<file path="src/inc/stpm_pkg.sv">
package stpm_pkg;

  // register indices; byte address is four times the index
  localparam logic [4:0] RI_P0_OUT  = 5'h00;
  localparam logic [4:0] RI_P0_DIR  = 5'h01;
  localparam logic [4:0] RI_P0_PU   = 5'h02;
  localparam logic [4:0] RI_P1_OUT  = 5'h03;
  localparam logic [4:0] RI_P1_DIR  = 5'h04;
  localparam logic [4:0] RI_P1_PU   = 5'h05;
  localparam logic [4:0] RI_P1_OMD  = 5'h06;
  localparam logic [4:0] RI_P3_OUT  = 5'h07;
  localparam logic [4:0] RI_P3_DIR  = 5'h08;
  localparam logic [4:0] RI_P3_PU   = 5'h09;
  localparam logic [4:0] RI_SC_MD1  = 5'h0a;
  localparam logic [4:0] RI_CARR    = 5'h0e;
  localparam logic [4:0] RI_DLY     = 5'h0f;
  localparam logic [4:0] RI_STATUS  = 5'h10;
  localparam int         NUM_REGS   = 16;

  localparam logic [7:0] REG_RESET  = 8'h00;

  // serial_channel_mode1 fields
  localparam int MD_TX   = 0;
  localparam int MD_RX   = 1;
  localparam int MD_CLK  = 2;
  localparam int MD_TXOD = 3;
  localparam int MD_CKOD = 4;

  // carrier_output_control and delay_control fields
  localparam int CARR_EN   = 0;
  localparam int DLY_BZ_EN = 0;
  localparam int DLY_FS_LO = 1;

  // pin positions
  localparam int BUZ_BIT  = 6;
  localparam int CAR_BIT  = 0;
  localparam int SER_HI_B = 3;
  localparam logic [2:0] TMR_BIT [6] = '{3'd0, 3'd1, 3'd2, 3'd3, 3'd6, 3'd4};

  // buzzer divider: period of the half wave is 2^(BUZ_BASE+sel) cycles
  localparam int BUZ_BASE = 4;
  localparam int BUZ_W    = 12;
  localparam logic [BUZ_W-1:0] BUZ_CNT_RESET = 12'h000;

  localparam logic [1:0] RESP_OKAY   = 2'b00;
  localparam logic [1:0] RESP_SLVERR = 2'b10;

  typedef struct packed {
    logic [7:0] o;
    logic [7:0] oe;
    logic [7:0] pu;
  } stpm_pad_type;

  typedef struct packed {
    logic [3:0] ser_tx;
    logic [3:0] ser_clk;
    logic [5:0] tmr_out;
    logic       carrier;
  } stpm_periph_out_type;

  typedef struct packed {
    logic [3:0] ser_rx;
    logic [3:0] ser_clk;
    logic [5:0] tmr_event;
  } stpm_periph_in_type;

endpackage

</file>
<file path="src/stpm_pin_mux.sv">
`timescale 1ns/1ns
module stpm_pin_mux
  import stpm_pkg::*;
(
  input  wire logic                aclk,
  input  wire logic                aresetn,
  input  wire logic [31:0]         s_axi_awaddr,
  input  wire logic                s_axi_awvalid,
  output logic                     s_axi_awready,
  input  wire logic [31:0]         s_axi_wdata,
  input  wire logic [3:0]          s_axi_wstrb,
  input  wire logic                s_axi_wvalid,
  output logic                     s_axi_wready,
  output logic [1:0]               s_axi_bresp,
  output logic                     s_axi_bvalid,
  input  wire logic                s_axi_bready,
  input  wire logic [31:0]         s_axi_araddr,
  input  wire logic                s_axi_arvalid,
  output logic                     s_axi_arready,
  output logic [31:0]              s_axi_rdata,
  output logic [1:0]               s_axi_rresp,
  output logic                     s_axi_rvalid,
  input  wire logic                s_axi_rready,
  input  wire logic [7:0]          port0_in,
  input  wire logic [7:0]          port1_in,
  input  wire logic [7:0]          port3_in,
  output stpm_pad_type             port0_pad,
  output stpm_pad_type             port1_pad,
  output stpm_pad_type             port3_pad,
  input  wire stpm_periph_out_type periph_out,
  output stpm_periph_in_type       periph_in
);

  logic [7:0]          regs_q [NUM_REGS];
  logic                aw_held_q;
  logic                w_held_q;
  logic [4:0]          aw_idx_q;
  logic [31:0]         wdata_q;
  logic [3:0]          wstrb_q;
  logic                bvalid_q;
  logic [1:0]          bresp_q;
  logic                rvalid_q;
  logic [31:0]         rdata_q;
  logic [1:0]          rresp_q;
  logic                awready_q;
  logic                wready_q;
  logic                arready_q;
  logic [23:0]         sync1_q;
  logic [23:0]         sync2_q;
  logic [23:0]         sync3_q;
  logic [23:0]         filt_q;
  logic [23:0]         filt_d;
  logic [BUZ_W-1:0]    buz_cnt_q;
  logic                buz_q;
  stpm_pad_type        pad0_q;
  stpm_pad_type        pad1_q;
  stpm_pad_type        pad3_q;
  stpm_pad_type        pad0_d;
  stpm_pad_type        pad1_d;
  stpm_pad_type        pad3_d;
  stpm_periph_in_type  pin_q;
  stpm_periph_in_type  pin_d;

  // bus decode
  wire        aw_take    = s_axi_awvalid && !aw_held_q && !bvalid_q;
  wire        w_take     = s_axi_wvalid && !w_held_q && !bvalid_q;
  wire        wr_fire    = aw_held_q && w_held_q && !bvalid_q;
  wire        wr_mapped  = aw_idx_q < 5'(NUM_REGS);
  wire [4:0]  ar_idx     = s_axi_araddr[6:2];
  wire        ar_hi_zero = s_axi_araddr[31:7] == 25'h000_0000;
  wire        ar_take    = s_axi_arvalid && !rvalid_q;
  wire        ar_reg     = ar_hi_zero && ar_idx < 5'(NUM_REGS);
  wire        ar_stat    = ar_hi_zero && ar_idx == RI_STATUS;
  wire [7:0]  ar_val     = ar_reg ? regs_q[ar_idx[3:0]] : 8'h00;
  wire [31:0] stat_val   = {8'h00, filt_q[23:16], filt_q[15:8], filt_q[7:0]};
  wire [31:0] rd_val     = ar_stat ? stat_val : {24'h00_0000, ar_val};
  wire        rd_ok      = ar_reg || ar_stat;
  // next state of the handshake flops, so the readies can be registered too
  wire        aw_held_d  = !wr_fire && (aw_take || aw_held_q);
  wire        w_held_d   = !wr_fire && (w_take || w_held_q);
  wire        bvalid_d   = wr_fire || (bvalid_q && !s_axi_bready);
  wire        rvalid_d   = ar_take || (rvalid_q && !s_axi_rready);

  // pull-ups on port 0 and 3 follow software even on driven pins
  // pin view of the registers
  wire [7:0]  dir0 = regs_q[RI_P0_DIR[3:0]];
  wire [7:0]  dir1 = regs_q[RI_P1_DIR[3:0]];
  wire [7:0]  dir3 = regs_q[RI_P3_DIR[3:0]];
  wire [7:0]  omd1 = regs_q[RI_P1_OMD[3:0]];
  wire [7:0]  carr = regs_q[RI_CARR[3:0]];
  wire [7:0]  dly  = regs_q[RI_DLY[3:0]];
  wire [2:0]  buz_sel  = dly[DLY_FS_LO +: 3];
  wire [BUZ_W-1:0] buz_mask = BUZ_W'((1 << (BUZ_BASE + int'(buz_sel))) - 1);
  wire        buz_tick = (buz_cnt_q & buz_mask) == BUZ_CNT_RESET;

  // a change counts once the second and third stage agree
  assign filt_d = (sync2_q & ~(sync2_q ^ sync3_q)) | (filt_q & (sync2_q ^ sync3_q));

  // readies sit in flops so the bus sees no path from logic to its pins
  always_ff @(posedge aclk) begin
    if (!aresetn) begin
      awready_q <= 1'b1;
      wready_q  <= 1'b1;
      arready_q <= 1'b1;
    end else begin
      awready_q <= !aw_held_d && !bvalid_d;
      wready_q  <= !w_held_d && !bvalid_d;
      arready_q <= !rvalid_d;
    end
  end

  always_comb begin
    logic [7:0] dir;
    logic [7:0] filt;
    logic [7:0] md;
    logic       v;
    int         b;
    int         tb;
    stpm_pad_type pd [2];
    dir  = 8'h00;
    filt = 8'h00;
    md   = 8'h00;
    v    = 1'b0;
    b    = 0;
    tb   = 0;
    pd[0] = '{o: regs_q[RI_P0_OUT[3:0]], oe: dir0, pu: regs_q[RI_P0_PU[3:0]]};
    pd[1] = '{o: regs_q[RI_P3_OUT[3:0]], oe: dir3, pu: regs_q[RI_P3_PU[3:0]]};
    pin_d = '{ser_rx: 4'hf, ser_clk: 4'hf, tmr_event: 6'h00};
    // channels 0/2 sit on port 0, 1/3 on port 3; channels 0/1 use bits 0-2 of their port, 2/3 bits 3-5
    for (int c = 0; c < 4; c++) begin
      dir  = (c % 2 == 0) ? dir0 : dir3;
      filt = (c % 2 == 0) ? filt_q[7:0] : filt_q[23:16];
      md   = regs_q[RI_SC_MD1[3:0] + 4'(c)];
      b    = (c / 2) * SER_HI_B;
      if (md[MD_TX] && dir[b]) begin
        v = periph_out.ser_tx[c];
        pd[c % 2].o[b]  = md[MD_TXOD] ? 1'b0 : v;
        pd[c % 2].oe[b] = md[MD_TXOD] ? !v : 1'b1;
      end
      if (md[MD_RX] && !dir[b + 1]) begin
        pin_d.ser_rx[c] = filt[b + 1];
      end
      if (md[MD_CLK]) begin
        if (dir[b + 2]) begin
          v = periph_out.ser_clk[c];
          pd[c % 2].o[b + 2]  = md[MD_CKOD] ? 1'b0 : v;
          pd[c % 2].oe[b + 2] = md[MD_CKOD] ? !v : 1'b1;
        end else begin
          pin_d.ser_clk[c] = filt[b + 2];
        end
      end
    end
    if (dly[DLY_BZ_EN] && dir0[BUZ_BIT]) begin
      pd[0].o[BUZ_BIT] = buz_q;
    end
    pad0_d = pd[0];
    pad3_d = pd[1];
    // unselected timer pins keep plain port behaviour
    pad1_d = '{o: regs_q[RI_P1_OUT[3:0]], oe: dir1, pu: regs_q[RI_P1_PU[3:0]] & ~dir1};
    for (int t = 0; t < 6; t++) begin
      tb = int'(TMR_BIT[t]);
      if (!dir1[tb]) begin
        pin_d.tmr_event[t] = filt_q[8 + tb];
      end
      if (omd1[tb] && dir1[tb]) begin
        pad1_d.o[tb] = periph_out.tmr_out[t];
      end
    end
    if (omd1[CAR_BIT] && dir1[CAR_BIT] && carr[CARR_EN]) begin
      pad1_d.o[CAR_BIT] = periph_out.carrier;
    end
  end

  // three stages so a pin caught mid-change never reaches the selectors
  always_ff @(posedge aclk) begin
    if (!aresetn) begin
      sync1_q <= 24'h00_0000;
      sync2_q <= 24'h00_0000;
      sync3_q <= 24'h00_0000;
      filt_q  <= 24'h00_0000;
    end else begin
      sync1_q <= {port3_in, port1_in, port0_in};
      sync2_q <= sync1_q;
      sync3_q <= sync2_q;
      filt_q  <= filt_d;
    end
  end

  // buzzer: free divider, tick pulse toggles the tone; silent while disabled
  always_ff @(posedge aclk) begin
    if (!aresetn) begin
      buz_cnt_q <= BUZ_CNT_RESET;
      buz_q     <= 1'b0;
    end else begin
      buz_cnt_q <= buz_cnt_q + 1'b1;
      if (!dly[DLY_BZ_EN]) begin
        buz_q <= 1'b0;
      end else if (buz_tick) begin
        buz_q <= !buz_q;
      end
    end
  end

  always_ff @(posedge aclk) begin
    if (!aresetn) begin
      pad0_q <= '0;
      pad1_q <= '0;
      pad3_q <= '0;
      pin_q  <= '{ser_rx: 4'hf, ser_clk: 4'hf, tmr_event: 6'h00};
    end else begin
      pad0_q <= pad0_d;
      pad1_q <= pad1_d;
      pad3_q <= pad3_d;
      pin_q  <= pin_d;
    end
  end

  // write path: address and data may arrive in either order
  always_ff @(posedge aclk) begin
    if (!aresetn) begin
      aw_held_q <= 1'b0;
      w_held_q  <= 1'b0;
      aw_idx_q  <= 5'h00;
      wdata_q   <= 32'h0000_0000;
      wstrb_q   <= 4'h0;
      bvalid_q  <= 1'b0;
      bresp_q   <= RESP_OKAY;
    end else begin
      if (aw_take) begin
        aw_held_q <= 1'b1;
        aw_idx_q  <= (s_axi_awaddr[31:7] == 25'h000_0000) ? s_axi_awaddr[6:2] : 5'h1f;
      end
      if (w_take) begin
        w_held_q <= 1'b1;
        wdata_q  <= s_axi_wdata;
        wstrb_q  <= s_axi_wstrb;
      end
      if (wr_fire) begin
        aw_held_q <= 1'b0;
        w_held_q  <= 1'b0;
        bvalid_q  <= 1'b1;
        bresp_q   <= wr_mapped ? RESP_OKAY : RESP_SLVERR;
      end else if (bvalid_q && s_axi_bready) begin
        bvalid_q <= 1'b0;
      end
    end
  end

  always_ff @(posedge aclk) begin
    if (!aresetn) begin
      for (int i = 0; i < NUM_REGS; i++) begin
        regs_q[i] <= REG_RESET;
      end
    end else if (wr_fire && wr_mapped && wstrb_q[0]) begin
      regs_q[aw_idx_q[3:0]] <= wdata_q[7:0];
    end
  end

  // read path: one read under way at a time
  always_ff @(posedge aclk) begin
    if (!aresetn) begin
      rvalid_q <= 1'b0;
      rdata_q  <= 32'h0000_0000;
      rresp_q  <= RESP_OKAY;
    end else if (ar_take) begin
      rvalid_q <= 1'b1;
      rdata_q  <= rd_val;
      rresp_q  <= rd_ok ? RESP_OKAY : RESP_SLVERR;
    end else if (rvalid_q && s_axi_rready) begin
      rvalid_q <= 1'b0;
    end
  end

  assign s_axi_awready = awready_q;
  assign s_axi_wready  = wready_q;
  assign s_axi_arready = arready_q;
  assign s_axi_bvalid  = bvalid_q;
  assign s_axi_bresp   = bresp_q;
  assign s_axi_rvalid  = rvalid_q;
  assign s_axi_rdata   = rdata_q;
  assign s_axi_rresp   = rresp_q;
  assign port0_pad     = pad0_q;
  assign port1_pad     = pad1_q;
  assign port3_pad     = pad3_q;
  assign periph_in     = pin_q;

endmodule

</file>
<file path="config.mk">
export PLATFORM = sky130hd
export DESIGN_NAME = stpm_pin_mux
export DESIGN_NICKNAME = d
export VERILOG_FILES = /design/src/inc/stpm_pkg.sv /design/src/stpm_pin_mux.sv
export SDC_FILE = /design/constraint.sdc
export NUM_CORES = 1
export LEC_CHECK = 0
export BUFFER_PORTS_ARGS = -buffer_cell sky130_fd_sc_hd__buf_2
export CAP_MARGIN = 10
export CELL_PAD_IN_SITES_DETAIL_PLACEMENT = 0
export CELL_PAD_IN_SITES_GLOBAL_PLACEMENT = 1
export CORE_UTILIZATION = 45
export CTS_BUF_LIST = sky130_fd_sc_hd__clkbuf_8 sky130_fd_sc_hd__clkbuf_16
export CTS_CLUSTER_DIAMETER = 50
export CTS_CLUSTER_SIZE = 40
export DETAILED_ROUTE_END_ITERATION = 8
export HOLD_SLACK_MARGIN = 0.1
export PLACE_DENSITY_LB_ADDON = 0.1
export SLEW_MARGIN = 20
export SYNTH_ARGS = -nofsm -noshare
export SYNTH_HDL_FRONTEND = slang
export SYNTH_SLANG_ARGS = --single-unit
</file>
<file path="constraint.sdc">
create_clock -name aclk -period 4.4 [get_ports aclk]
set_clock_uncertainty 0.2 [all_clocks]
set_input_delay 0.66 -clock aclk [delete_from_list [all_inputs] [get_ports aclk]]
set_output_delay 0.66 -clock aclk [all_outputs]
set_load 0.1 [all_outputs]
</file>
* Yosys cells after proc, flatten, opt, wreduce, memory -nomap -nowiden
Memories as Yosys holds them, arrays and structs flattened. A register that Yosys moved wholly into a read port is not among the register bits. Index checks and enable logic that the tools add are counted.
Operators by class: equal/unequal tests 1, muxes and demuxes 64, shift-type cells 1, bitwise logic cells 13, add/subtract/negate cells 3, order comparisons 2, reduce and logical (&&, ||, !) cells 88
Operators by type and width (number):
- $mux 1 | 57
- $logic_not 25->1 | 2
- $and 24x24->24 | 2
- $logic_and 1x1->1 | 35
- $logic_not 1->1 | 26
- $mux 24 | 1
- $not 24->24 | 1
- $or 24x24->24 | 1
- $xor 24x24->24 | 1
- $mux 8 | 2
- $reduce_or 2->1 | 7
- $add 12x1->12 const B | 1
- $and 12x12->12 | 1
- $logic_not 12->1 | 1
- $reduce_or 3->1 | 4
- $shl 1x4->12 const A | 1
- $sub 12x2->12 const B | 1
- $lt 5x5->1 const B | 2
- $reduce_and 2->1 | 5
- $and 8x8->8 | 1
- $not 8->8 | 1
- $reduce_or 8->1 | 1
- $eq 5x5->1 const B | 1
- $logic_or 1x1->1 | 5
- 6 further kinds | 12
Word-level totals: bits in registers 236, memories 1, output and inout port bits 127, memory bits (writable) 128, word-level logic and storage cells 213, input port bits 146
Memories:
- regs_q | depth 16, bits a word 8, read ports 17, clocked after Yosys merged registers in 2, wr ports 16, RTL line stpm_pin_mux.sv:34 | logic [7:0] regs_q [NUM_REGS];

* Longest topological paths before layout
word-level depth 9, mapped depth 7

* Worst setup path before layout
Ideal clock, no wire load.
kind flip-flop to flip-flop, start point register bvalid_q, in the netlist s_axi_bvalid, end point memory regs_q[12][0], enable pin, slack 1.457 ns, data arrival time 2.359 ns, buffers on the path 1, setup time 0.384 ns, required time 3.816 ns, stages on the path, launching flop included 6, cells stage by stage dfxtp_1 nand3b_4 nor3_4 or3b_1 buf_6 o21ai_0
RTL lines:
- start: declaration | RTL line stpm_pin_mux.sv:40 | logic bvalid_q;
- start signal: assignment | RTL line stpm_pin_mux.sv:226 | bvalid_q <= 1'b0;
- start signal: assignment | RTL line stpm_pin_mux.sv:241 | bvalid_q <= 1'b1;
- start signal: assignment | RTL line stpm_pin_mux.sv:244 | bvalid_q <= 1'b0;
- end: declaration | RTL line stpm_pin_mux.sv:34

* Final worst setup path
start point input port s_axi_araddr[2], end point register rdata_q[6], in the netlist s_axi_rdata[6]
Between the ends: word-level cells in the longest chain between the ends 4
RTL lines:
- start: declaration | RTL line stpm_pin_mux.sv:17 | input wire logic [31:0] s_axi_araddr,
- $lt 5x5->1 | RTL line stpm_pin_mux.sv:72 | wire ar_reg = ar_hi_zero && ar_idx < 5'(NUM_REGS);
- $logic_and 1x1->1 | RTL line stpm_pin_mux.sv:72
- $mux 8 | RTL line stpm_pin_mux.sv:74 | wire [7:0] ar_val = ar_reg ? regs_q[ar_idx[3:0]] : 8'h00;
- $mux 24 (*) | RTL line stpm_pin_mux.sv:76 | wire [31:0] rd_val = ar_stat ? stat_val : {24'h00_0000, ar_val};
- end signal: assignment | RTL line stpm_pin_mux.sv:267 | rdata_q <= rd_val;
- end: declaration | RTL line stpm_pin_mux.sv:43 | logic [31:0] rdata_q;
Every way passes the cells marked *; elsewhere a longest branch is shown, timed or not. A chain may end at the register's enable or synchronous reset.

==> Flow_metrics.wiki <==
{| class="wikitable"
! Metric !! Value
|-
| Post-synth ARST share || 0
|-
| Sequential cell area fraction in the yosys report || 0.629
|-
| Launch point of the worst hold path || periph_out[8]
|-
| Design Area, Final || around 0.017 mm^2
|-
| Worst-case reg-to-reg path depth || 6
|-
| Number of instances in the synthesized netlist || 1170
|-
| Fin Hold WS || 0.137 ns
|-
| Cells after DPL || roughly 1800
|-
| Routed wire per std cell || around 19 um
|-
| Die outline area || 0.0314 mm^2
|-
| Setup TNS Final || 0 ns
|-
| Leakage Power || 6.87 nW
|-
| RSZ-0062 raised after global routing || no
|-
| Area after DPL || around 0.015 mm^2
|-
| Effective utilization at floorplan || 0.462
|-
| Clock tree sinks || 369
|-
| HP Class || in2reg
|-
| Number of global-route vias before repair || ~8600
|-
| Cell area after synthesis || around 0.014 mm^2
|-
| Largest family of logic cells by synthesized area || simple AND/OR/NAND/NOR gates
|-
| Number of DRC markers in iteration 0 || between 700 and 800
|-
| Arrival time worst endpoint || 2.89 ns
|-
| Detail Route Antenna Nets || 0
|-
| Post-CTS setup buffer count || 0
|-
| Worst Hold Path EP || port3_pad[10]
|-
| Worst reg2reg path startpoint || s_axi_bvalid
|-
| Vias per inst || 5.11
|-
| Crit path capture type || flop
|-
| Number of top-level design ports || ~270
|-
| Critical Path Source Type || primary input
|-
| TritonCTS buffer count || 37
|-
| Core Box Area || 0.0299 mm^2
|-
| H-tree depth reported by CTS || 2
|-
| Antenna Cells || 0
|-
| Number of gates resized after CTS || 0
|-
| Synthesized-area fraction occupied by and/or/nand/nor cells || 0.210
|-
| Peak Freq || roughly 0.37 GHz
|-
| Minimum setup slack among reg-to-reg paths || roughly 1.7 ns
|-
| Die width || 177 um
|-
| Peak ir drop on the vdd network || slightly below 0.3 mV
|-
| Setup CP Type || in2reg
|-
| Required time at the worst-slack endpoint || between 4 and 5 ns
|-
| Fillers || roughly 2600
|-
| Primary flip-flop cell chosen by synthesis mapping || sky130_fd_sc_hd__dfxtp_1
|-
| Ratio of cells with drive above 1 in the final layout || 0.256
|-
| Area fraction in compound gates after synthesis || 0.0681
|-
| Count of distinct cell types in the synthesized netlist || 56
|-
| Actual transition at the worst max-transition pin || between 1 and 1.5 ns
|-
| Overflow left after global routing || 0
|-
| Number of max-slew violations in the final report || 0
|-
| Number of buffers on the longest clock path || 3
|-
| Largest net degree at the start of global routing || 100
|-
| Total routing resource utilization after global routing || 0.223
|-
| Initial antenna violation count || 0
|-
| Synth-to-Final Area Change || 20.4%
|-
| Setup-violating endpoint count in the final report || 0
|-
| Root Driver || sky130_fd_sc_hd__clkbuf_16
|-
| Post-route fraction of the period consumed by the critical path || 0.609
|-
| Final weighted congestion of routability-driven global placement || just under 0.9
|-
| Vias post-DR || slightly above 9000
|-
| Worst reg2reg endpoint || regs_q[0][3]
|-
| Post-route non-filler standard cell count || roughly 1800
|-
| Xor-xnor portion of the synthesized cell area || 0.00635
|-
| CTS tree || built
|-
| Synthesis-stage register bit count || approximately 370
|-
| Wire length of the first global-routing pass || between 50 and 60 mm
|-
| Status || finished, final reports clean
|-
| First drt pass iteration count || 5
|-
| Ratio of total power to cell area || 460 mW/mm^2
|-
| Worst rel slew slack || 0.328
|-
| Min-Delay Path Depth || 2
|-
| Hold_buf cts || 0
|-
| Synth warn || 0
|-
| Height of the chip || 177 um
|-
| Standard-cell rows || 63
|-
| Multiplexer share of the synthesized area || 0.0591
|-
| Clock insertion delay at the later pin of the skew report || between 0.5 and 0.6 ns
|-
| Estimated wirelength of the detail-placed design || 24.2 mm
|-
| Maximum net fanout on the critical path || 30
|-
| Fraction of the mapped netlist area in adder cells || 0.00181
|-
| Final min period || around 2.7 ns
|-
| DRC violation count after routing || 0
|-
| Mean post-synth cell area || about 12 um^2
|-
| Hold violation count in the final report || 0
|-
| Clock transition at path regs || approximately 0.07 ns
|-
| Net count, final || 1551
|-
| Final wirelength || 35.1 mm
|-
| Number of enable flip-flop cells after synthesis || between 100 and 150
|-
| Number of max-cap violations || 0
|-
| Port Buffers || about 230
|}
[worst max path at each step]
stage	from	end	slack, ns
2_1_floorplan	s_axi_bvalid	regs_q[12][0]	1.46
3_3_place_gp	s_axi_araddr[2]	s_axi_rdata[4]	1.17
3_5_place_dp	s_axi_araddr[2]	s_axi_rdata[6]	1.16
4_1_cts	s_axi_bvalid	regs_q[8][0]	1.45
5_1_grt	s_axi_araddr[2]	s_axi_rdata[6]	1.55
6_report	s_axi_araddr[2]	s_axi_rdata[6]	1.72
[area by class of cell]
type / count / area (um^2) / share of cell area
Sequential cell: 369 / 8670 / 0.522
Multi-Input combinational cell: 735 / 4800 / 0.289
Timing Repair Buffer: 254 / 1330 / 0.0802
Clock buffer: 41 / 1000 / 0.0604
Tap cell: 390 / 488 / 0.0294
Clock inverter: 27 / 285 / 0.0172
Inverter: 6 / 23.8 / 0.00143
[Yosys cell counts, types with 15 or more instances]
master                       n  area share
sky130_fd_sc_hd__a21oi_1    51       0.019
sky130_fd_sc_hd__a22oi_1    17      0.0093
sky130_fd_sc_hd__and2_1    243        0.11
sky130_fd_sc_hd__buf_4      15      0.0082
sky130_fd_sc_hd__clkbuf_1   40       0.011
sky130_fd_sc_hd__dfxtp_1   241        0.35
sky130_fd_sc_hd__edfxtp_1  128        0.28
sky130_fd_sc_hd__mux2i_1    33       0.024
sky130_fd_sc_hd__mux4_2     18       0.029
sky130_fd_sc_hd__nand2_1    82       0.022
sky130_fd_sc_hd__nand3_1    16      0.0058
sky130_fd_sc_hd__nor2_1     76       0.021
sky130_fd_sc_hd__o21ai_0    38       0.014
[critical path: stages]
cell and delay (ns):
sky130_fd_sc_hd__buf_2 0.75, sky130_fd_sc_hd__buf_4 0.36, sky130_fd_sc_hd__mux2i_1 0.22, sky130_fd_sc_hd__o221ai_1 0.17, sky130_fd_sc_hd__a21oi_1 0.24, sky130_fd_sc_hd__a311oi_1 0.13, sky130_fd_sc_hd__a221o_1 0.34
[state kept, by name, indices dropped and copies added (netlist names), named ones only]
register	flops
buz_cnt_q	11
s_axi_arready	1
s_axi_bvalid	1
port1_pad	24
regs_q	128
buz_q	1
s_axi_bresp	1
sync1_q	24
s_axi_rdata	24
s_axi_wready	1
s_axi_awready	1
aw_idx_q	5
sync2_q	24
s_axi_rvalid	1
s_axi_rresp	1
wdata_q	8
w_held_q	1
wstrb_q	1
periph_in	14
sync3_q	24
aw_held_q	1
port0_pad	24
port3_pad	24
[layout by cell type, fill, tap and decap left out, types with 12 or more instances in the layout]
master	instances
sky130_fd_sc_hd__clkbuf_16	39
sky130_fd_sc_hd__mux2i_1	33
sky130_fd_sc_hd__and3_1	12
sky130_fd_sc_hd__nand2_1	82
sky130_fd_sc_hd__edfxtp_1	128
sky130_fd_sc_hd__and2_1	243
sky130_fd_sc_hd__buf_2	230
sky130_fd_sc_hd__nor2_1	76
sky130_fd_sc_hd__nand3_1	16
sky130_fd_sc_hd__buf_4	24
sky130_fd_sc_hd__mux4_2	18
sky130_fd_sc_hd__a21oi_1	51
sky130_fd_sc_hd__nor3b_1	13
sky130_fd_sc_hd__nor3_1	12
sky130_fd_sc_hd__dfxtp_1	241
sky130_fd_sc_hd__a22oi_1	17
sky130_fd_sc_hd__o21ai_0	36
[routing by layer]
metal	wire length, um	vias to the layer above	track usage
li1	-	4553	-
met1	16500	4454	0.321
met2	16300	247	0.350
met3	1710	49	0.0305
met4	685	0	0.0650
met5	0	-	0
[report_power, final]
part / total, mW / switching, mW / internal, mW / leakage (nW)
combinational: 0.636 / 0.468 / 0.168 / 2.93
clock: 3.27 / 1.43 / 1.84 / 0.645
sequential: 3.74 / 0.104 / 3.63 / 3.30
total: 7.64 / 2.00 / 5.64 / 6.87
[stage by stage]
stage | total power, mW | util | setup WS (ns)
2_1_floorplan | 4.25 | - | 1.46
3_3_place_gp | 4.45 | 0.513 | 1.17
3_5_place_dp | 4.45 | 0.513 | 1.16
4_1_cts | 7.71 | 0.556 | 1.45
5_1_grt | 7.89 | 0.556 | 1.55
6_report | 7.64 | 0.556 | 1.72
[cell families (layout without fill, tap and decap cells)]
kind of cell / after synthesis / in the layout
simple gates: 507 / 507
flops: 369 / 369
compound gates: 148 / 148
buf+inv: 75 / 328
mux: 58 / 58
xor+xnor: 10 / 10
fa+ha+maj: 2 / 2
other cells: 1 / 10
No activity file was read; power rests on OpenSTA's default activity.
